$ cat src/design/pss_cfg.svh
// Constants of the preset speed selector: offsets, fields, reset values, timing.
// Function
// - Motor overload trip after programmed 10-2400 s.
// - Drive overload protection fixed, never disabled.
// - Drive trips sooner above 120% or below 0.1Hz.
// - Fifteen presets chosen by contact inputs.
// - Preset frequency clamped between lower/upper limits.
// - Run source panel by default, selectable.
// - All contacts open: panel or analog used.
// - Preset always beats other speed commands.
// - Inputs default to functions 10, 12, 14, 16; third 14.
// - Mode disabled: preset governs frequency only.
// - Mode enabled: per-preset direction, sets applied.
// - Mode enabled, preset active: direction from word, terminals ignored.
// - Weight 2, 4 select acc/dec switching 1, 2.
// - Weights summed, each decoded independently.
// - Both switching bits select set four.
`ifndef PSS_CFG_SVH
`define PSS_CFG_SVH
`define PSS_CLK_HZ 125000000
`define PSS_TICK_PERIOD_S 1
`define PSS_TICKS_PER_S (`PSS_TICK_PERIOD_S * `PSS_CLK_HZ)
`define PSS_REG_CTRL 8'h00
`define PSS_REG_LL 8'h04
`define PSS_REG_UL 8'h08
`define PSS_REG_OLTIME 8'h0C
`define PSS_REG_STATUS 8'h10
`define PSS_REG_MASK 8'h14
`define PSS_REG_STATE 8'h18
`define PSS_REG_INFUNC 8'h1C
`define PSS_REG_FREQ_PAGE 2'h1
`define PSS_REG_WORD_PAGE 2'h2
`define PSS_CTRL_MODE_BIT 0
`define PSS_CTRL_SRC_LSB 1
`define PSS_CTRL_TRIPCLR_BIT 4
`define PSS_SRC_TERMINAL 3'h0
`define PSS_SRC_PANEL 3'h1
`define PSS_SRC_SERIAL 3'h2
`define PSS_SRC_RS485 3'h3
`define PSS_SRC_CASSETTE 3'h4
`define PSS_RST_SRC 3'h1
`define PSS_RST_LL 16'h0000
`define PSS_RST_UL 16'h0258
`define PSS_RST_OLTIME 12'h12C
`define PSS_OLTIME_MIN 12'h00A
`define PSS_OLTIME_MAX 12'h960
`define PSS_RST_FREQ 16'h0000
`define PSS_RST_WORD 7'h00
`define PSS_RST_FUNC0 8'h0A
`define PSS_RST_FUNC1 8'h0C
`define PSS_RST_FUNC2 8'h0E
`define PSS_RST_FUNC3 8'h10
`define PSS_W_REVERSE 0
`define PSS_W_ACC1 1
`define PSS_W_ACC2 2
`define PSS_W_VF1 3
`define PSS_W_VF2 4
`define PSS_W_TQ1 5
`define PSS_W_TQ2 6
`define PSS_MOT_OL_PCT 8'h96
`define PSS_DRV_OL_PCT 8'h6E
`define PSS_DRV_FAST_PCT 8'h78
`define PSS_DRV_FAST_FREQ 16'h0001
`define PSS_DRV_LIMIT_S 12'h03C
`define PSS_DRV_FAST_LIMIT_S 12'h00A
`define PSS_EV_MOT 0
`define PSS_EV_DRV 1
`define PSS_EV_PRESET 2
`endif

$ cat src/design/pss_pkg.sv
// Types shared by the preset speed selector.
package pss_pkg;
    typedef struct packed {
        logic [31:0] rdata;
        logic mode_en;
        logic [2:0] src;
        logic [15:0] ll;
        logic [15:0] ul;
        logic [11:0] ol_lim;
        logic [2:0] sts;
        logic [2:0] msk;
        logic [3:0][7:0] fsel;
        logic [15:1][15:0] pfreq;
        logic [15:1][6:0] pword;
        logic [26:0] pre;
        logic tick;
        logic [11:0] mot_s;
        logic [11:0] drv_s;
        logic mot_trip;
        logic drv_trip;
        logic [3:0] idx;
        logic [15:0] freq;
        logic preset_act;
        logic rev;
        logic [1:0] acc;
        logic [1:0] vf;
        logic [1:0] tq;
        logic run;
    } pss_state_t;
endpackage : pss_pkg

$ cat src/design/pss_selector.sv
// Preset speed selector with overload trip timing and register port.
`timescale 1ns/1ps
`default_nettype none
`include "pss_cfg.svh"
module pss_selector #(
    parameter int TICKS_PER_S = `PSS_TICKS_PER_S
) (
    input wire logic ref_clk,
    input wire logic resetn,
    input wire logic [7:0] reg_addr,
    input wire logic [31:0] reg_wdata,
    input wire logic reg_we,
    input wire logic reg_re,
    output logic [31:0] reg_rdata,
    input wire logic preset_select_in0,
    input wire logic preset_select_in1,
    input wire logic preset_select_in2,
    input wire logic preset_select_in3,
    input wire logic [15:0] panel_freq,
    input wire logic panel_freq_valid,
    input wire logic [15:0] analog_freq,
    input wire logic analog_freq_valid,
    input wire logic run_fwd,
    input wire logic run_rev,
    input wire logic run_panel,
    input wire logic run_serial,
    input wire logic run_rs485,
    input wire logic run_cassette,
    input wire logic [7:0] motor_load_pct,
    input wire logic [7:0] drive_load_pct,
    input wire logic [15:0] out_freq,
    output logic [15:0] freq_cmd,
    output logic preset_active,
    output logic reverse,
    output logic [1:0] acc_set,
    output logic [1:0] vf_set,
    output logic [1:0] torque_set,
    output logic run_cmd,
    output logic motor_ol_trip,
    output logic drive_ol_trip,
    output logic irq
);
    import pss_pkg::*;

    pss_state_t q;
    pss_state_t d;
    logic [3:0] closed;
    logic [3:0] idx;
    logic [15:0] f;
    logic [6:0] w;
    logic [2:0] ev;
    logic [2:0] clr;
    logic [11:0] drv_lim;
    logic [11:0] lim_w;
    logic run_term;

    // Two set bits map to set index: none 0, first 1, second 2, both 3.
    function automatic logic [1:0] set_of(input logic s1, input logic s2);
        set_of = {s2, s1};
    endfunction : set_of

    always_comb begin
        d = q;
        d.rdata = 32'h0000_0000;
        d.tick = 1'b0;
        ev = 3'h0;
        clr = 3'h0;
        lim_w = reg_wdata[11:0];
        if (q.pre == 27'(TICKS_PER_S - 1)) begin
            d.pre = 27'h0;
            d.tick = 1'b1;
        end else begin
            d.pre = q.pre + 27'h1;
        end
        // Register writes.
        if (reg_we) begin
            case (reg_addr)
                `PSS_REG_CTRL: begin
                    d.mode_en = reg_wdata[`PSS_CTRL_MODE_BIT];
                    d.src = reg_wdata[`PSS_CTRL_SRC_LSB +: 3];
                    if (reg_wdata[`PSS_CTRL_TRIPCLR_BIT]) begin
                        d.mot_trip = 1'b0;
                        d.drv_trip = 1'b0;
                        d.mot_s = 12'h000;
                        d.drv_s = 12'h000;
                    end
                end
                `PSS_REG_LL: d.ll = reg_wdata[15:0];
                `PSS_REG_UL: d.ul = reg_wdata[15:0];
                `PSS_REG_OLTIME: begin
                    if (reg_wdata[31:12] != 20'h0_0000 || lim_w > `PSS_OLTIME_MAX) begin
                        d.ol_lim = `PSS_OLTIME_MAX;
                    end else if (lim_w < `PSS_OLTIME_MIN) begin
                        d.ol_lim = `PSS_OLTIME_MIN;
                    end else begin
                        d.ol_lim = lim_w;
                    end
                end
                `PSS_REG_STATUS: clr = reg_wdata[2:0];
                `PSS_REG_MASK: d.msk = reg_wdata[2:0];
                `PSS_REG_INFUNC: d.fsel = reg_wdata;
                default: begin
                    if (reg_addr[7:6] == `PSS_REG_FREQ_PAGE && reg_addr[5:2] != 4'h0) begin
                        d.pfreq[reg_addr[5:2]] = reg_wdata[15:0];
                    end else if (reg_addr[7:6] == `PSS_REG_WORD_PAGE
                                 && reg_addr[5:2] != 4'h0) begin
                        d.pword[reg_addr[5:2]] = reg_wdata[6:0];
                    end
                end
            endcase
        end
        // Register reads, data valid in the next cycle.
        if (reg_re) begin
            case (reg_addr)
                `PSS_REG_CTRL: d.rdata = {28'h0, q.src, q.mode_en};
                `PSS_REG_LL: d.rdata = {16'h0, q.ll};
                `PSS_REG_UL: d.rdata = {16'h0, q.ul};
                `PSS_REG_OLTIME: d.rdata = {20'h0, q.ol_lim};
                `PSS_REG_STATUS: d.rdata = {29'h0, q.sts};
                `PSS_REG_MASK: d.rdata = {29'h0, q.msk};
                `PSS_REG_STATE: begin
                    d.rdata = {1'b0, q.drv_trip, q.mot_trip, q.run, q.tq, q.vf, q.acc,
                               q.rev, q.preset_act, q.idx, q.freq};
                end
                `PSS_REG_INFUNC: d.rdata = q.fsel;
                default: begin
                    if (reg_addr[7:6] == `PSS_REG_FREQ_PAGE && reg_addr[5:2] != 4'h0) begin
                        d.rdata = {16'h0, q.pfreq[reg_addr[5:2]]};
                    end else if (reg_addr[7:6] == `PSS_REG_WORD_PAGE
                                 && reg_addr[5:2] != 4'h0) begin
                        d.rdata = {25'h0, q.pword[reg_addr[5:2]]};
                    end
                end
            endcase
        end
        // Contact decode: an input counts only while its function is preset select.
        closed[0] = preset_select_in0 && q.fsel[0] == `PSS_RST_FUNC0;
        closed[1] = preset_select_in1 && q.fsel[1] == `PSS_RST_FUNC1;
        closed[2] = preset_select_in2 && q.fsel[2] == `PSS_RST_FUNC2;
        closed[3] = preset_select_in3 && q.fsel[3] == `PSS_RST_FUNC3;
        idx = closed;
        d.idx = idx;
        d.preset_act = idx != 4'h0;
        w = `PSS_RST_WORD;
        if (idx != 4'h0) begin
            f = q.pfreq[idx];
            w = q.pword[idx];
        end else if (panel_freq_valid) begin
            f = panel_freq;
        end else if (analog_freq_valid) begin
            f = analog_freq;
        end else begin
            f = 16'h0000;
        end
        if (idx != 4'h0 && f < q.ll) begin
            f = q.ll;
        end
        if (idx != 4'h0 && f > q.ul) begin
            f = q.ul;
        end
        d.freq = f;
        run_term = run_fwd || run_rev;
        case (q.src)
            `PSS_SRC_TERMINAL: d.run = run_term;
            `PSS_SRC_PANEL: d.run = run_panel;
            `PSS_SRC_SERIAL: d.run = run_serial;
            `PSS_SRC_RS485: d.run = run_rs485;
            `PSS_SRC_CASSETTE: d.run = run_cassette;
            default: d.run = run_panel;
        endcase
        if (q.mode_en && idx != 4'h0) begin
            d.rev = w[`PSS_W_REVERSE];
            d.acc = set_of(w[`PSS_W_ACC1], w[`PSS_W_ACC2]);
            d.vf = set_of(w[`PSS_W_VF1], w[`PSS_W_VF2]);
            d.tq = set_of(w[`PSS_W_TQ1], w[`PSS_W_TQ2]);
        end else begin
            d.rev = run_rev && !run_fwd;
            d.acc = 2'h0;
            d.vf = 2'h0;
            d.tq = 2'h0;
        end
        // Motor overload timer at 150 percent load.
        if (motor_load_pct >= `PSS_MOT_OL_PCT) begin
            if (q.tick && !q.mot_trip) begin
                d.mot_s = q.mot_s + 12'h001;
            end
            if (q.mot_s >= q.ol_lim && !q.mot_trip) begin
                d.mot_trip = 1'b1;
                ev[`PSS_EV_MOT] = 1'b1;
            end
        end else if (!q.mot_trip) begin
            d.mot_s = 12'h000;
        end
        // Drive overload timer, fixed and always active.
        if (drive_load_pct > `PSS_DRV_FAST_PCT || out_freq < `PSS_DRV_FAST_FREQ) begin
            drv_lim = `PSS_DRV_FAST_LIMIT_S;
        end else begin
            drv_lim = `PSS_DRV_LIMIT_S;
        end
        if (drive_load_pct >= `PSS_DRV_OL_PCT) begin
            if (q.tick && !q.drv_trip) begin
                d.drv_s = q.drv_s + 12'h001;
            end
            if (q.drv_s >= drv_lim && !q.drv_trip) begin
                d.drv_trip = 1'b1;
                ev[`PSS_EV_DRV] = 1'b1;
            end
        end else if (!q.drv_trip) begin
            d.drv_s = 12'h000;
        end
        ev[`PSS_EV_PRESET] = idx != q.idx;
        d.sts = (q.sts & ~clr) | ev;
        if (!resetn) begin
            d = '0;
            d.src = `PSS_RST_SRC;
            d.ll = `PSS_RST_LL;
            d.ul = `PSS_RST_UL;
            d.ol_lim = `PSS_RST_OLTIME;
            d.fsel = {`PSS_RST_FUNC3, `PSS_RST_FUNC2, `PSS_RST_FUNC1, `PSS_RST_FUNC0};
            d.pfreq = {15{`PSS_RST_FREQ}};
            d.pword = {15{`PSS_RST_WORD}};
        end
    end

    always_ff @(posedge ref_clk) begin
        q <= d;
    end

    assign reg_rdata = q.rdata;
    assign freq_cmd = q.freq;
    assign preset_active = q.preset_act;
    assign reverse = q.rev;
    assign acc_set = q.acc;
    assign vf_set = q.vf;
    assign torque_set = q.tq;
    assign run_cmd = q.run;
    assign motor_ol_trip = q.mot_trip;
    assign drive_ol_trip = q.drv_trip;
    assign irq = |(q.sts & q.msk);
endmodule : pss_selector
`default_nettype wire

$ cat config.mk
export PLATFORM = sky130hd
export DESIGN_NAME = pss_selector
export DESIGN_NICKNAME = d
export VERILOG_FILES = /design/src/design/pss_pkg.sv /design/src/design/pss_selector.sv
export VERILOG_INCLUDE_DIRS = /design/src /design/src/design
export SDC_FILE = /design/constraint.sdc
export NUM_CORES = 2
export LEC_CHECK = 0
export BUFFER_PORTS_ARGS = -buffer_cell sky130_fd_sc_hd__buf_2
export CORE_MARGIN = 2
export CORE_UTILIZATION = 30
export CTS_CLUSTER_DIAMETER = 150
export DETAILED_ROUTE_END_ITERATION = 8
export SKIP_CTS_REPAIR_TIMING = 1
export SLEW_MARGIN = 10
export SYNTH_ARGS = -nofsm -noshare
export SYNTH_HDL_FRONTEND = slang
export SYNTH_SLANG_ARGS = --single-unit
$ cat constraint.sdc
create_clock -name ref_clk -period 10.2 [get_ports ref_clk]
set_clock_uncertainty 0.05 [all_clocks]
set_input_delay 1.53 -clock ref_clk [delete_from_list [all_inputs] [get_ports ref_clk]]
set_output_delay 1.53 -clock ref_clk [all_outputs]
set_load 0.05 [all_outputs]
# Word level (Yosys, flattened, before mapping)
# Index checks and enable logic that the tools add are counted.
[classes]
n_addsub = 3
n_lt_le_gt_ge = 13
eq_ne = 18
muxes = 48
n_bitwise = 7
reduce_logical = 39
[op_table]
columns = ["op", "n"]
rows = [
  ["$pmux W32 S8", 1],
  ["$bwmux W240", 1],
  ["$mux W16", 9],
  ["$bmux W16 S4", 2],
  ["$bwmux W105", 1],
  ["$mux W12", 8],
  ["$mux W26", 3],
  ["$demux W16 S4", 1],
  ["$bmux W7 S4", 2],
  ["$mux W7", 6],
  ["$eq A8 B4 Y1 const B", 5],
  ["$eq A8 B5 Y1 const B", 5],
  ["$demux W7 S4", 1],
  ["$add A27 B1 Y27 const B", 1],
  ["$eq A27 B27 Y1 const B", 1],
  ["$add A12 B1 Y12 const B", 2],
  ["$ge A12 B12 Y1", 2],
  ["$reduce_bool A20 Y1", 1],
  ["$gt A16 B16 Y1", 1],
  ["$lt A16 B1 Y1 const B", 1],
  ["$lt A16 B16 Y1", 1],
  ["$logic_and A1 B1 Y1", 15],
  ["$reduce_and A2 Y1", 7],
  ["$gt A12 B12 Y1 const B", 1],
  ["other kinds (30)", 50],
]
[totals]
reg_bits = 546
wordCells = 184

# Depth between registers and ports, before layout
[logic_depth]
depth_word = 11
mapped_depth = 29
depth_no_buf = 24

# Worst setup path after synthesis
# OpenSTA, ideal clock, no wires.
[synth_timing]
kind = "input to register"
start = "input port preset_select_in1"
end = "register q, in the netlist freq_cmd[1]"
setup_ns = 0.095
t_arrival_ns = 6.492
slack_ns = 3.562
cell_stages = 28
n_path_buf = 5
path_cell_list = "nor4b_2 nand3_1 buf_2 buf_2 clkbuf_1 nand2_1 nand2_1 a21oi_1 o32a_1 inv_1 ha_1 a21o_1 a21oi_1 o21ai_0 o311a_1 or3_1 nor3_2 buf_6 mux2i_1 ha_1 nand2_1 nor3_1 nand3_1 o31ai_1 a31o_2 clkbuf_1 nand2_1 o311ai_1"
[synth_between]
elab_chain_len = 10
elab_cells_between_ends = 11
cone_classes = "order compare (2); mux (5); reduce/logical (4)"
[synth_rtl]
columns = ["item", "line", "text"]
rows = [
  ["start, declared", "pss_selector.sv:16", "input wire logic preset_select_in1,"],
  ["$logic_and A1 B1 Y1 (no source line) *", "--", ""],
  ["$bmux W16 S4", "pss_selector.sv:146", "f = q.pfreq[idx];"],
  ["$mux W16 (implied by the code)", "pss_selector.sv:146", ""],
  ["$mux W16", "pss_selector.sv:145", "if (idx != 4'h0) begin"],
  ["$lt A16 B16 Y1", "pss_selector.sv:155", "if (idx != 4'h0 && f < q.ll) begin"],
  ["$logic_and A1 B1 Y1", "pss_selector.sv:155", ""],
  ["$mux W16", "pss_selector.sv:155", ""],
  ["$gt A16 B16 Y1", "pss_selector.sv:158", "if (idx != 4'h0 && f > q.ul) begin"],
  ["$logic_and A1 B1 Y1", "pss_selector.sv:158", ""],
  ["$mux W16 *", "pss_selector.sv:158", ""],
  ["end signal, assigned", "pss_selector.sv:226", "q <= d;"],
  ["end, declared", "pss_selector.sv:45", "pss_state_t q;"],
]
# Every way passes the cells marked *; elsewhere a longest branch is shown, timed or not. The select of a mux whose other input is x is not followed.
# A chain may end at the register's enable or synchronous reset.

# Worst setup path in the final report
[layout_timing]
start = "input port preset_select_in2"
end = "register q, in the netlist freq_cmd[1]"
[layout_between]
elab_chain_len = 10
elab_cells_between_ends = 11
cone_classes = "order compare (2); mux (5); reduce/logical (4)"
[layout_rtl]
columns = ["item", "line", "text"]
rows = [
  ["start, declared", "pss_selector.sv:17", "input wire logic preset_select_in2,"],
  ["$logic_and A1 B1 Y1 (no source line) *", "--", ""],
  ["$bmux W16 S4", "pss_selector.sv:146", ""],
  ["$mux W16 (implied by the code)", "pss_selector.sv:146", ""],
  ["$mux W16", "pss_selector.sv:145", ""],
  ["$lt A16 B16 Y1", "pss_selector.sv:155", ""],
  ["$logic_and A1 B1 Y1", "pss_selector.sv:155", ""],
  ["$mux W16", "pss_selector.sv:155", ""],
  ["$gt A16 B16 Y1", "pss_selector.sv:158", ""],
  ["$logic_and A1 B1 Y1", "pss_selector.sv:158", ""],
  ["$mux W16 *", "pss_selector.sv:158", ""],
]
# Marks and branches as above.

==> metrics.md <==
| Metric | Value |
|---|---|
| Residual DRC | `0` |
| Vias in the first global route | `between 20000 and 25000` |
| Maximum clock path buffer count | `3` |
| Fill cell count | `approximately 9900` |
| Switching pwr | `approximately 1.3 mW` |
| Cell Area, Synth | `~29000 µm²` |
| CTS tree | `done` |
| YS warnings | `0` |
| GR Overflow Total | `0` |
| Num CTS Buffers | `56` |
| Seq pwr share | `between 40 and 50%` |
| CP Depth | `22` |
| CTS H-tree lvls | `2` |
| Setup violators final | `0` |
| Die W | `315 µm` |
| Critical path's top delay family | `simple AND/OR/NAND/NOR gates` |
| Clk pwr share | `45.5%` |
| Max Freq | `around 0.12 GHz` |
| Die height | `between 300 and 400 µm` |
| Maximum capacitance violations | `0` |
| Pwr dens | `about 150 nW/µm²` |
| #FFs+latches synth | `about 550` |
| Via density | `between 5 and 6` |
| Die area | `approximately 100000 µm²` |
| Initial drt markers | `between 2000 and 3000` |
| Commonest non-fill, non-tap cell in the layout | `nand2_1` |
| Router iterations before antenna repair | `6` |
| M1 GR Usage | `about a quarter` |
| Hold path depth | `1` |
| Sw Ratio | `26.7%` |
| Minimum clock period | `roughly 8 ns` |
| Syn_nets | `3665` |
| Cell Int Power | `approximately 3.6 mW` |
| Startpoint types | `input pin` |
| Sink Count | `roughly 550` |
| Avg Inst Size Synth | `about 8.3 µm²` |
| Area delta synth->final | `11.5%` |
| Worst Path Buf+Inv | `3` |
| Slew Limit Fails | `0` |
| Critical-path top delay cell | `nand2b_1` |
| Area used by multi-input combinational logic | `approximately 16000 µm²` |
| Clk slew on worst S/H paths | `approximately 0.07 ns` |
| Number of synthesized flops with an enable pin | `0` |
| Slew headroom | `about 11%` |
| Layout cell share with drive strength beyond 1 | `between 10% and 20%` |
| Antenna violations before repair | `1` |
| Initial Util | `a little under a third` |
| Rows | `about 110` |
| Status | `completed` |
| Yosys cell types | `80` |
| Syn Inst Count | `3495` |
| Post-DP HPWL | `65.6 mm` |
| Avg WL per Cell | `21.6 µm` |
| Clk root buf | `clkbuf_16` |
| RSZ-0062 raised after global routing | `false` |
| Async S/R FF share, synth | `0%` |
| Worst ir drop on vdd | `0.000122 V` |
| Gpl congestion | `roughly 0.87` |
| Met2 usage | `around a third` |
| NumNets Final | `roughly 3600` |
| Port Buf Inserts | `around 180` |
| Met3 Usage GRT | `under 10%` |
| Hold Violations, Final | `0` |
| Grt peak-use layer | `met2` |
| Worst Max-Slew Pin Slew | `1.33 ns` |
| Worst hold path type | `reg -> reg` |
| Critical path endpoint category | `register` |
| Sequential area share after synthesis | `about 38%` |
| Final TNS setup | `0 ns` |
| Worst Path Max Fanout | `30` |
| Sequential Area | `between 10000 and 15000 µm²` |
| Combinational Power Share | `10.5%` |
| Final WL | `103 mm` |
| Worst skew pair latency | `~0.65 ns` |
| Setup CP Type | `in -> reg` |
| Ys flop type | `dfxtp_1` |
| Core area | `around 95000 µm²` |
| Pin count of the biggest net entering global routing | `~130` |
| Reg2reg path depth | `21` |
| Data arrival time of the critical path | `about 8.6 ns` |
| Total GRT Usage | `approximately a fifth` |
| CP required | `between 10 and 15 ns` |
| Fin crit share | `about four fifths` |
| Fin cells | `between 4000 and 5000` |
| Most frequent cells in the layout | `nand2_1, dfxtp_1, a21oi_1` |
| Placed insts | `around 4600` |
| Critical Path Max Stage Delay | `1.10 ns` |
| Antenna viol nets, final | `0` |
| Worst-path cell chain | `buf_2 > nor4b_2 > nand4_1 > nand2b_1 > a21oi_1 > o32a_1 > inv_1 > ha_1 > a21o_1 > a21oi_1 > o21ai_0 > o311a_1 > or3_1 > nor3_4 > buf_4 > mux2i_1 > ha_1 > a21o_1 > a221oi_1 > a31o_2 > nand2_1 > o311ai_1` |
| Boundary Pins | `180` |
| Lkg Pwr | `11.3 nW` |
| Via count | `26344` |
| First-pass GRT wire length | `roughly 150 mm` |
-- final timing paths --
path / startpoint / endpoint / slack, ns
setup / recovery: preset_select_in2 / freq_cmd[1] / 2.08
hold / removal: q[56] / q[56] / 0.39
setup reg to reg: q[456] / freq_cmd[1] / 2.47
hold reg to reg: q[56] / q[56] / 0.39
-- sequential cells by signal, indices dropped and copies added (netlist names) --
register       cells
q                487
reg_rdata         32
freq_cmd          16
acc_set            2
torque_set         2
vf_set             2
drive_ol_trip      1
motor_ol_trip      1
preset_active      1
reverse            1
run_cmd            1
-- cell families after synthesis --
group | count (synthesis) | share of synthesized area, %
simple gates | 1225 | 18.5
flops | 546 | 37.7
compound gates | 856 | 17.4
buf+inv | 428 | 6.76
mux | 346 | 16.1
xor+xnor | 44 | 1.33
fa+ha+maj | 50 | 2.16
-- cells in the mapped netlist (all sizes together), types with 7 or more instances --
library cell    n  area [µm²]
and2           10        62.6
nand4          19         125
inv            68         255
or3             8        50.1
buf           157         942
nand2b          9        56.3
a22o           34         298
nand2         585        2200
a222oi          9        90.1
o21ai         220        1100
nor2          339        1340
and3           35         219
o32ai           9        78.8
nor3           44         230
xor2           25         219
ha             50         626
a221oi         12         105
dfxtp         546       10900
a21o           19         143
a31o           14         123
clkbuf        203         762
nor2b          14        87.6
a21oi         408        2040
mux2i         226        2260
mux4           93        2090
xnor2          19         166
nor4           19         170
a31oi          16         100
nand3         116         581
mux2           27         312
and4            7        61.3
a22oi          51         397
o32a           10         100
-- per-layer routing --
| layer | vias to the layer above | wire length, µm |
|---|---|---|
| met3 | 203 | 8870 |
| met2 | 1270 | 47700 |
| met1 | 12747 | 42700 |
| li1 | 12124 | - |
| met4 | 0 | 3240 |
| met5 | - | 0 |
-- metrics by stage --
stage | utilization (%) | power (mW) | cell area, µm² | setup slack [ns] | hold slack, ns
after floorplan | - | 2.56 | 29000 | 3.56 | 0.363
after global placement | 31.8 | 2.72 | 30300 | 1.56 | 0.379
after detailed placement | 31.8 | 2.72 | 30300 | 1.50 | 0.384
after CTS | 33.9 | 4.94 | 32300 | 2.15 | 0.395
after global routing | 33.9 | 5.06 | 32300 | 1.73 | 0.420
final | 33.9 | 4.92 | 32300 | 2.08 | 0.395
-- final cells by class --
| class | instances | share of cell area [%] |
|---|---|---|
| clock buffer | 80 | 5.15 |
| clock inverter | 25 | 1.01 |
| antenna | 2 | 0.0155 |
| inverter | 68 | 0.813 |
| tap | 1265 | 4.90 |
| multi-input combinational | 2521 | 50.0 |
| sequential | 546 | 33.8 |
| timing repair buffer | 243 | 4.33 |
-- power groups by stage --
stage / Combinational, mW / Sequential (mW) / Clock, mW
after floorplan: 0.352 / 2.21 / 0
after global placement: 0.509 / 2.21 / 0
after detailed placement: 0.510 / 2.21 / 0
after CTS: 0.512 / 2.16 / 2.27
after global routing: 0.550 / 2.16 / 2.35
final: 0.519 / 2.16 / 2.24
Power figures use the tool's default switching activity.
